===== src/design/mtc_pkg.sv =====
// package for the translation control register bank
// assumes one processor clock; host reaches registers by coprocessor moves
package mtc_pkg;

  // ****************************************************
  // register selects on the coprocessor register port
  // ****************************************************
  localparam logic [1:0] REG_CACHE_STATUS = 2'h0;
  localparam logic [1:0] REG_TRANS_CTRL = 2'h1;
  localparam logic [1:0] REG_CUR_LEVEL = 2'h2;
  localparam logic [1:0] REG_CALLER_LEVEL = 2'h3;

  // ****************************************************
  // field positions
  // ****************************************************
  localparam int TC_ENABLE_BIT = 31;
  localparam int TC_SRE_BIT = 25;
  localparam int TC_FCL_BIT = 24;
  localparam int TC_PS_LSB = 20;
  localparam int TC_IS_LSB = 16;
  localparam int TC_TIA_LSB = 12;
  localparam int TC_TIB_LSB = 8;
  localparam int TC_TIC_LSB = 4;
  localparam int TC_TID_LSB = 0;
  localparam logic [31:0] TC_IMPL_MASK = 32'h83ffffff;
  localparam int CS_PURGED_BIT = 15;
  localparam int CS_LOCKWARN_BIT = 14;
  localparam logic [7:0] LEVEL_IMPL_MASK = 8'he0;
  localparam logic [5:0] TC_SUM_TARGET = 6'h20;

  // ****************************************************
  // reset values
  // ****************************************************
  localparam logic [31:0] TC_RESET = 32'h00000000;
  localparam logic [7:0] LEVEL_RESET = 8'h00;
  localparam logic [2:0] ALIAS_RESET = 3'h0;

  // ****************************************************
  // operations presented by the host
  // ****************************************************
  typedef enum logic [2:0] {
    MTC_OP_NONE,
    MTC_OP_MOVE,
    MTC_OP_RESTORE,
    MTC_OP_PROBE,
    MTC_OP_PRELOAD,
    MTC_OP_CALL,
    MTC_OP_RETURN
  } mtc_op_t;

  typedef struct packed {
    logic valid;
    mtc_op_t op;
    logic write;
    logic [1:0] sel;
    logic [31:0] data;
    logic callType1;
    logic [7:0] newLevel;
  } mtc_req_t;

  typedef struct packed {
    logic done;
    logic [31:0] rdata;
    logic cfgErr;
    logic opErr;
  } mtc_rsp_t;

  typedef struct packed {
    logic [31:0] addr;
    logic [3:0] fc;
    logic cpuSpace;
    logic selfAccess;
    logic strobe;
  } mtc_bus_t;

  typedef struct packed {
    logic supervisor;
    logic dmaRoot;
  } mtc_walk_t;

  function automatic logic [5:0] mtc_tc_sum(input logic [31:0] v);
    mtc_tc_sum = 6'(v[TC_PS_LSB +: 4]) + 6'(v[TC_IS_LSB +: 4]) + 6'(v[TC_TIA_LSB +: 4])
      + 6'(v[TC_TIB_LSB +: 4]) + 6'(v[TC_TIC_LSB +: 4]) + 6'(v[TC_TID_LSB +: 4]);
  endfunction

endpackage


===== src/design/mtc_regs.sv =====
// translation control, cache status and access level registers
// assumes host requests arrive synchronous to core_clk, one cycle each

// Contract
// - cache status 16-bit read-only, refreshed on user root writes
// - low three bits show current alias
// - purge flag set on flushing write, else cleared
// - lock warning when all but one locked
// - no more locks while warning set
// - control 32-bit, unimplemented bits read zero
// - write with enable clear flushes whole cache
// - enabled write checks field sum equals 32
// - failed check stores value, enable forced clear
// - disabled: probe, preload, type 1 call and return take exception
// - disabled: pass address, strobe, inhibit cpu space
// - reset clears enable; set only from clear
// - supervisor root select follows SRE bit on supervisor searches
// - function code index picks first lookup
// - dma root searches always use function code
// - page size codes 8 to F
// - page size top bit zero raises exception
// - initial shift skips upper address bits
// - level widths in order, zero ends search
// - current level upper three bits, loaded by ops
// - level check aborts violating bus cycle
// - caller level loaded from current on call
module mtc_regs #(
  parameter int CACHE_ENTRIES = 64
) (
  input wire logic core_clk, // processor clock
  input wire logic rst, // async reset, active high
  input wire logic clkEn, // freezes all state when low
  input wire mtc_pkg::mtc_req_t req, // host register request
  output mtc_pkg::mtc_rsp_t rsp, // host answer
  input wire logic userRootWrite, // user root pointer written
  input wire logic userRootFlush, // that write purged cache entries
  input wire logic [2:0] aliasIn, // internal task alias
  input wire logic [$clog2(CACHE_ENTRIES+1)-1:0] lockedCount, // locked cache entries
  input wire logic lockRequest, // descriptor asks to lock
  output logic lockGrant, // entry may be locked
  output logic cacheFlushAll, // pulse: flush whole cache
  input wire mtc_pkg::mtc_walk_t walk, // table search context
  output logic useSupervisorRoot, // search via supervisor root
  output logic fcLookupFirst, // first level uses function code
  output logic [3:0] pageSize, // page size code
  output logic [3:0] initialShift, // skipped upper bits
  output logic [15:0] levelWidths, // a,b,c,d widths
  output logic [4:0] firstIndexTop, // top bit of first address index
  input wire mtc_pkg::mtc_bus_t logical, // logical bus cycle
  output logic [31:0] physAddr, // physical address
  output logic physicalStrobe, // physical strobe
  output logic cacheInhibitOut, // cache inhibit
  input wire logic levelCheckEn, // access level checking on
  input wire logic [2:0] addrLevel, // level field from address
  output logic busAbort // abort current cycle
);
  import mtc_pkg::*;

  // ****************************************************
  // state
  // ****************************************************
  logic [31:0] transCtrl;
  logic [7:0] curLevel;
  logic [7:0] callerLevel;
  logic purged;
  logic [2:0] aliasShown;

  // ****************************************************
  // decode
  // ****************************************************
  wire logic reqAct = clkEn && req.valid;
  wire logic regWr = reqAct && req.write && (req.op == MTC_OP_MOVE || req.op == MTC_OP_RESTORE);
  wire logic tcWr = regWr && req.sel == REG_TRANS_CTRL;
  wire logic curWr = regWr && req.sel == REG_CUR_LEVEL;
  wire logic callerWr = regWr && req.sel == REG_CALLER_LEVEL;
  wire logic enabled = transCtrl[TC_ENABLE_BIT];
  wire logic [31:0] tcIn = req.data & TC_IMPL_MASK;
  wire logic wantEnable = tcIn[TC_ENABLE_BIT];
  wire logic sumBad = wantEnable && mtc_tc_sum(tcIn) != TC_SUM_TARGET;
  wire logic psBad = wantEnable && !tcIn[TC_PS_LSB + 3];
  wire logic cfgFail = sumBad || psBad;
  wire logic enAllowed = !enabled;
  wire logic tcAccept = tcWr && !(wantEnable && !enAllowed);
  wire logic [31:0] tcStore = cfgFail ? (tcIn & ~(32'h1 << TC_ENABLE_BIT)) : tcIn;
  wire logic gatedOp = req.op == MTC_OP_PROBE || req.op == MTC_OP_PRELOAD
    || ((req.op == MTC_OP_CALL || req.op == MTC_OP_RETURN) && req.callType1);
  wire logic opRefused = reqAct && gatedOp && !enabled;
  wire logic lvlOp = reqAct && enabled && (req.op == MTC_OP_CALL || req.op == MTC_OP_RETURN);
  wire logic lockWarn = lockedCount >= ($clog2(CACHE_ENTRIES+1))'(CACHE_ENTRIES - 1);
  wire logic [15:0] csView = {purged, lockWarn, 11'h000, aliasShown};

  // ****************************************************
  // read mux
  // ****************************************************
  logic [31:0] readVal;
  always_comb begin
    unique case (req.sel)
      REG_CACHE_STATUS: readVal = {16'h0000, csView};
      REG_TRANS_CTRL: readVal = transCtrl & TC_IMPL_MASK;
      REG_CUR_LEVEL: readVal = {24'h000000, curLevel & LEVEL_IMPL_MASK};
      REG_CALLER_LEVEL: readVal = {24'h000000, callerLevel & LEVEL_IMPL_MASK};
    endcase
  end

  // ****************************************************
  // registers
  // ****************************************************
  always_ff @(posedge core_clk or posedge rst) begin
    if (rst) begin
      transCtrl <= TC_RESET;
      curLevel <= LEVEL_RESET;
      callerLevel <= LEVEL_RESET;
      purged <= 1'b0;
      aliasShown <= ALIAS_RESET;
      rsp <= '0;
      cacheFlushAll <= 1'b0;
    end else if (clkEn) begin
      rsp.done <= reqAct;
      rsp.rdata <= (reqAct && !req.write) ? readVal : 32'h00000000;
      rsp.cfgErr <= tcAccept && cfgFail;
      rsp.opErr <= opRefused;
      cacheFlushAll <= tcAccept && !tcStore[TC_ENABLE_BIT];
      if (tcAccept) transCtrl <= tcStore;
      if (userRootWrite) begin
        purged <= userRootFlush;
        aliasShown <= aliasIn;
      end
      if (curWr) curLevel <= req.data[7:0] & LEVEL_IMPL_MASK;
      else if (lvlOp) curLevel <= req.newLevel & LEVEL_IMPL_MASK;
      if (callerWr) callerLevel <= req.data[7:0] & LEVEL_IMPL_MASK;
      else if (lvlOp && req.op == MTC_OP_CALL) callerLevel <= curLevel;
    end
  end

  // ****************************************************
  // translation configuration outputs
  // ****************************************************
  assign lockGrant = lockRequest && !lockWarn;
  assign useSupervisorRoot = walk.supervisor && transCtrl[TC_SRE_BIT];
  assign fcLookupFirst = walk.dmaRoot || transCtrl[TC_FCL_BIT];
  assign pageSize = transCtrl[TC_PS_LSB +: 4];
  assign initialShift = transCtrl[TC_IS_LSB +: 4];
  assign levelWidths = transCtrl[15:0];
  assign firstIndexTop = 5'(5'd31 - 5'(transCtrl[TC_IS_LSB +: 4]));

  // ****************************************************
  // bypass path while disabled, and level check abort
  // ****************************************************
  assign physAddr = logical.addr;
  assign physicalStrobe = logical.strobe && !logical.cpuSpace && !enabled;
  assign cacheInhibitOut = logical.strobe && logical.cpuSpace && !logical.selfAccess && !enabled;
  assign busAbort = levelCheckEn && logical.strobe && (addrLevel < curLevel[7:5]);

  // ****************************************************
  // checks: control word
  // ****************************************************
  enable_guard_a: assert property (@(posedge core_clk) disable iff (rst)
    clkEn && tcWr && enabled && wantEnable |=> $stable(transCtrl))
    else $error("control rewritten while enabled");

  cfg_clear_a: assert property (@(posedge core_clk) disable iff (rst)
    clkEn && tcAccept && cfgFail |=> rsp.cfgErr && !transCtrl[TC_ENABLE_BIT])
    else $error("failed check left translation enabled");

  cfg_store_a: assert property (@(posedge core_clk) disable iff (rst)
    clkEn && tcAccept && cfgFail |=> transCtrl[30:0] == $past(tcIn[30:0]))
    else $error("failed check dropped written fields");

  tc_store_a: assert property (@(posedge core_clk) disable iff (rst)
    clkEn && tcAccept && !cfgFail |=> transCtrl == $past(tcIn))
    else $error("accepted control write not stored");

  impl_zero_a: assert property (@(posedge core_clk) disable iff (rst)
    (transCtrl & ~TC_IMPL_MASK) == 32'h00000000)
    else $error("unimplemented control bits set");

  sum_check_a: assert property (@(posedge core_clk) disable iff (rst)
    rsp.cfgErr |-> $past(mtc_tc_sum(tcIn)) != TC_SUM_TARGET || !$past(tcIn[TC_PS_LSB + 3]))
    else $error("exception without bad sum");

  good_write_a: assert property (@(posedge core_clk) disable iff (rst)
    clkEn && tcAccept && wantEnable && !cfgFail |=> !rsp.cfgErr && transCtrl[TC_ENABLE_BIT])
    else $error("consistent control write refused");

  no_err_off_a: assert property (@(posedge core_clk) disable iff (rst)
    clkEn && tcWr && !wantEnable |=> !rsp.cfgErr)
    else $error("exception on disabled write");

  cfg_only_tc_a: assert property (@(posedge core_clk) disable iff (rst)
    rsp.cfgErr |-> $past(tcWr))
    else $error("exception without control write");

  ps_check_a: assert property (@(posedge core_clk) disable iff (rst)
    clkEn && tcAccept && wantEnable && !tcIn[TC_PS_LSB + 3] |=> rsp.cfgErr)
    else $error("page size top bit clear not flagged");

  page_range_a: assert property (@(posedge core_clk) disable iff (rst)
    enabled |-> pageSize[3])
    else $error("enabled with page size below 256");

  flush_all_a: assert property (@(posedge core_clk) disable iff (rst)
    clkEn && tcAccept && !wantEnable |=> cacheFlushAll)
    else $error("disabled write did not flush");

  flush_pulse_a: assert property (@(posedge core_clk) disable iff (rst)
    cacheFlushAll |-> $past(clkEn && tcAccept))
    else $error("flush without control write");

  no_flush_a: assert property (@(posedge core_clk) disable iff (rst)
    clkEn && !tcAccept |=> !cacheFlushAll)
    else $error("stray cache flush");

  // ****************************************************
  // checks: cache status and locking
  // ****************************************************
  purge_flag_a: assert property (@(posedge core_clk) disable iff (rst)
    clkEn && userRootWrite |=> csView[CS_PURGED_BIT] == $past(userRootFlush) && csView[2:0] == $past(aliasIn))
    else $error("purge flag or alias wrong");

  alias_hold_a: assert property (@(posedge core_clk) disable iff (rst)
    clkEn && !userRootWrite |=> $stable(aliasShown) && $stable(purged))
    else $error("status changed without root write");

  status_read_a: assert property (@(posedge core_clk) disable iff (rst)
    reqAct && !req.write && req.sel == REG_CACHE_STATUS |=> rsp.rdata == {16'h0000, $past(csView)})
    else $error("status read wrong");

  status_ro_a: assert property (@(posedge core_clk) disable iff (rst)
    regWr && req.sel == REG_CACHE_STATUS && !userRootWrite |=> $stable(purged) && $stable(aliasShown))
    else $error("status register written");

  lock_warn_a: assert property (@(posedge core_clk) disable iff (rst)
    int'(lockedCount) >= CACHE_ENTRIES - 1 |-> csView[CS_LOCKWARN_BIT])
    else $error("lock warning missing");

  lock_clear_a: assert property (@(posedge core_clk) disable iff (rst)
    int'(lockedCount) < CACHE_ENTRIES - 1 |-> !csView[CS_LOCKWARN_BIT])
    else $error("lock warning too early");

  lock_block_a: assert property (@(posedge core_clk) disable iff (rst)
    csView[CS_LOCKWARN_BIT] |-> !lockGrant)
    else $error("lock granted under warning");

  lock_pass_a: assert property (@(posedge core_clk) disable iff (rst)
    lockRequest && !csView[CS_LOCKWARN_BIT] |-> lockGrant)
    else $error("lock refused without warning");

  // ****************************************************
  // checks: gated operations
  // ****************************************************
  refuse_op_a: assert property (@(posedge core_clk) disable iff (rst)
    clkEn && req.valid && req.op == MTC_OP_PROBE && !enabled |=> rsp.opErr)
    else $error("probe allowed while disabled");

  refuse_load_a: assert property (@(posedge core_clk) disable iff (rst)
    clkEn && req.valid && req.op == MTC_OP_PRELOAD && !enabled |=> rsp.opErr)
    else $error("preload allowed while disabled");

  allow_op_a: assert property (@(posedge core_clk) disable iff (rst)
    reqAct && gatedOp && enabled |=> !rsp.opErr)
    else $error("operation refused while enabled");

  // ****************************************************
  // checks: access levels
  // ****************************************************
  caller_load_a: assert property (@(posedge core_clk) disable iff (rst)
    clkEn && lvlOp && req.op == MTC_OP_CALL && !callerWr |=> callerLevel == $past(curLevel))
    else $error("caller level not loaded");

  caller_write_a: assert property (@(posedge core_clk) disable iff (rst)
    callerWr |=> callerLevel == ($past(req.data[7:0]) & LEVEL_IMPL_MASK))
    else $error("caller level move lost");

  level_low_a: assert property (@(posedge core_clk) disable iff (rst)
    (curLevel[4:0] == 5'h00) && (callerLevel[4:0] == 5'h00))
    else $error("unimplemented level bits set");

  cur_write_a: assert property (@(posedge core_clk) disable iff (rst)
    curWr |=> curLevel == ($past(req.data[7:0]) & LEVEL_IMPL_MASK))
    else $error("current level move lost");

  cur_call_a: assert property (@(posedge core_clk) disable iff (rst)
    lvlOp && !curWr |=> curLevel == ($past(req.newLevel) & LEVEL_IMPL_MASK))
    else $error("current level not loaded by call");

  level_hold_a: assert property (@(posedge core_clk) disable iff (rst)
    !curWr && !lvlOp |=> $stable(curLevel))
    else $error("current level changed unasked");

  level_abort_a: assert property (@(posedge core_clk) disable iff (rst)
    levelCheckEn && logical.strobe && addrLevel < curLevel[7:5] |-> busAbort)
    else $error("violation not aborted");

  no_abort_a: assert property (@(posedge core_clk) disable iff (rst)
    !levelCheckEn |-> !busAbort)
    else $error("abort with checking off");

  // ****************************************************
  // checks: search setup and bypass
  // ****************************************************
  sup_root_a: assert property (@(posedge core_clk) disable iff (rst)
    walk.supervisor |-> useSupervisorRoot == transCtrl[TC_SRE_BIT])
    else $error("supervisor root select wrong");

  user_root_a: assert property (@(posedge core_clk) disable iff (rst)
    !walk.supervisor |-> !useSupervisorRoot)
    else $error("user access on supervisor root");

  fc_index_a: assert property (@(posedge core_clk) disable iff (rst)
    !walk.dmaRoot |-> fcLookupFirst == transCtrl[TC_FCL_BIT])
    else $error("function code lookup select wrong");

  dma_lookup_a: assert property (@(posedge core_clk) disable iff (rst)
    walk.dmaRoot |-> fcLookupFirst)
    else $error("dma search without function code");

  shift_top_a: assert property (@(posedge core_clk) disable iff (rst)
    {1'b0, firstIndexTop} + {2'b00, initialShift} == 6'd31)
    else $error("first index top wrong");

  bypass_strobe_a: assert property (@(posedge core_clk) disable iff (rst)
    enabled |-> !physicalStrobe && !cacheInhibitOut)
    else $error("bypass strobe while enabled");

  bypass_pass_a: assert property (@(posedge core_clk) disable iff (rst)
    !enabled && logical.strobe && !logical.cpuSpace |-> physicalStrobe && physAddr == logical.addr)
    else $error("bypass cycle not passed");

  inhibit_cpu_a: assert property (@(posedge core_clk) disable iff (rst)
    !enabled && logical.strobe && logical.cpuSpace && !logical.selfAccess |-> cacheInhibitOut)
    else $error("cpu space cycle not inhibited");
endmodule


===== config.mk =====
export PLATFORM = sky130hd
export DESIGN_NAME = mtc_regs
export DESIGN_NICKNAME = d
export VERILOG_FILES = /design/src/design/mtc_pkg.sv /design/src/design/mtc_regs.sv
export SDC_FILE = /design/constraint.sdc
export NUM_CORES = 1
export LEC_CHECK = 0
export BUFFER_PORTS_ARGS = -buffer_cell sky130_fd_sc_hd__buf_2
export CORE_MARGIN = 10
export CORE_UTILIZATION = 45
export CTS_CLUSTER_DIAMETER = 50
export DETAILED_ROUTE_END_ITERATION = 12
export GPL_ROUTABILITY_DRIVEN = 0
export PLACE_DENSITY = 0.81
export SYNTH_ARGS = -nofsm -noshare
export SYNTH_HDL_FRONTEND = slang
export SYNTH_SLANG_ARGS = --single-unit
export TNS_END_PERCENT = 5

===== constraint.sdc =====
create_clock -name core_clk -period 3.3 [get_ports core_clk]
set_input_delay 0.165 -clock core_clk [delete_from_list [all_inputs] [get_ports core_clk]]
set_output_delay 0.165 -clock core_clk [all_outputs]
set_load 0.005 [all_outputs]

==> impl_metrics.csv <==
group,metric,value,unit
status,status,"finished, final reports clean",
synth,synth_edf_count,0,
floorplanning,rows,33,
setup_path,cp_slowest_cell,"fa_1",
sta,hold_viol,0,
clock_tree,cts.clk_slew.worst_paths,0.07,ns
setup_path,crit_buf_inv,4,
setup_path,max_stage_delay,0.52,ns
floorplanning,ios,212,
synth,synthDistinctLibCells,45,
finish,final_nets,548,
synth,avgSynthCellArea,11.6,sq um
setup_path,endpoint_kind,"flip-flop",
power_and_ir_drop,ir_drop,262,uV
synth,netlist_area,3920,sq um
sta,fin_crit_sh,95.7,%
sta,setup_ws,0.141,ns
sta,slew_headroom,33.4,%
synth,ys_seq_area_share,43.4,%
synth,ys_seq_elements,68,
floorplanning,die_x,113,microns
synth,yosys.area.top_type_share,43.4,%
clock_tree,cts_sinks,68,
clock_tree,tritoncts,"yes",
synth,synth_commonest_cells,"dfrtp_1, buf_4, inv_1, mux2_2, a22o_1",
finish,drive_above_1_share,44.8,%
synth,synth_cells,337,
synth,synth_ff_type,"dfrtp_1",
floorplanning,die-area,12800,sq um
sta,finalSetupViolCount,0,
grt,grt_max_degree,41,
place,port_buffers,127,
setup_path,crit_fanout,2,
floorplanning,die_h,113,microns
route,antenna_left,0,
clock_tree,clock_latency,0.33,ns
sta,tns,0,ns
grt,overflow,0,
setup_path,crit_arrival,3.38,ns
finish,fin_area,4470,sq um
sta,skew,0.00990,ns
place,dp_slack,-0.296,ns
synth,synthTopCellsByArea,"dfrtp_1, buf_4, mux2_2",
clock_tree,cts_setup_buffers,0,
setup_path,crit_path_frequent_cell,"fa_1",
synth,async_flop_share,100,%
synth,synth.most_common_cell,"dfrtp_1",
finish,fillers,767,
floorplanning,initial_core_util,47.0,%
route,num_vias,2629,
clock_tree,clock_path_buffers,2,
clock_tree,clockRootBuffer,"clkbuf_8",
setup_path,critPathKind,"in2reg",
place,place_area,4240,sq um
setup_path,worstPathCellList,"buf_2 -> fa_1 -> inv_1 -> fa_1 -> fa_1 -> inv_1 -> ha_1 -> inv_1 -> fa_1 -> nor4bb_2 -> and3_1 -> o21ai_1 -> a32o_1",
power_and_ir_drop,pwr_density_cell,503,nW/um^2
finish,area_growth,14.1,%
setup_path,cp-start-kind,"input port",
worst_hold_path,hp-class,"in2reg",
sta,hold_ws,0.0587,ns
sta,fmax,317,MHz
floorplanning,core_area,8340,sq um
finish,diodes,0,
clock_tree,cts_inserted_buffers,9,
route,drc,0,
setup_path,critPathTopFamily,"adder cells",
power_and_ir_drop,totalPowerFinal,2.25,mW
route,totalWireLength,9.56,mm
route,firstDrtPassIters,4,
route,wl_per_cell,18.1,microns
place,dp_hpwl,7.59,mm
grt,grt_pass1_vias,3066,
route,drt_iter0_drc,68,
sta,worst_pin_slew,0.998,ns
synth,synth_warnings,0,
grt,grt_usage,15.0,%
synth,yosys.area.top_type,"dfrtp_1",
setup_path,required,3.52,ns
grt,antenna_found_initial,1,
sta,slew_viol_final,0,
finish,multiInputGateArea,1570,sq um
power_and_ir_drop,p_leak,2.38,nW
job,maxCapViolCount,0,
clock_tree,htreeDepth,3,
sta,layout_min_cycle_time,3.16,ns
finish,regArea,1700,sq um
route,routed_via_density,4.99,
grt,grt_pass1_wl,15.7,mm
==> final cells by class <==
type                       count  area share (%)
clock inverter                 4            1.62
multi-input combinational    164            35.1
timing repair buffer         137            16.0
sequential                    68            38.1
inverter                      37            3.11
clock buffer                  12            3.25
tap                          105            2.94
==> power breakdown <==
group	internal, mW	switching [mW]
clock	0.446	0.314
combinational	0.265	0.253
sequential	0.911	0.0572
total	1.62	0.624
==> per-stage QoR <==
step	cells	util (%)
final	527	53.6
after global routing	527	53.6
after CTS	527	53.5
after detailed placement	510	50.8
after global placement	510	50.8
after floorplan	341	-
==> per-layer routing <==
layer / vias up / wire, microns / track usage, %
li1: 1223 / - / -
met1: 1293 / 4000 / 17.7
met2: 101 / 4730 / 24.6
met3: 12 / 775 / 6.97
met4: 0 / 54 / 2.88
met5: - / 0 / 0
==> path summary, 6_finish.rpt <==
path / start / endpoint / slack [ns] / cells past startpoint
worst max-delay path: req[23] / rsp[1] / 0.14 / 13
worst min-delay path: userRootFlush / purged / 0.06 / 2
worst max register to register: transCtrl[31] / transCtrl[18] / 1.43 / 2
worst min register to register: rsp[4] / rsp[4] / 0.48 / 1
max in group asynchronous: rst / rsp[24] / 1.89 / 4
min in group asynchronous: rst / rsp[5] / 0.45 / 3
==> what timing repair did <==
item / in CTS / in global routing
gates resized for setup: 0 / 2
endpoints found under the hold margin: 28 / 0
hold buffers: 1 / 0
setup endpoints to repair: 0 / 3
==> cells in the final DEF (no fill, tap or decap), types with 9 or more instances in the layout <==
cell type and n:
a22o_1 20, mux2i_1 12, buf_2 127, nand2_1 10
dfrtp_1 68, mux2_2 33, o2bb2ai_1 9, inv_1 36
buf_4 9, fa_1 16, clkbuf_8 10
==> state kept, by name (all words and copies together) (netlist names) <==
name,cells
aliasShown,3
cacheFlushAll,1
callerLevel,3
curLevel,3
purged,1
rsp,30
transCtrl,27
==> logic make-up (layout without fill, tap and decap cells) <==
kind of cell,after synthesis,in the layout,share of synthesized area (%)
buf+inv,109,190,17.2
flops,68,68,43.4
compound gates,49,49,9.97
mux,45,45,12.6
simple gates,39,39,5.88
fa+ha+maj,23,23,10.3
other cells,2,6,0.192
xor+xnor,2,2,0.447
Note: power is estimated with default switching activity, not from simulation.
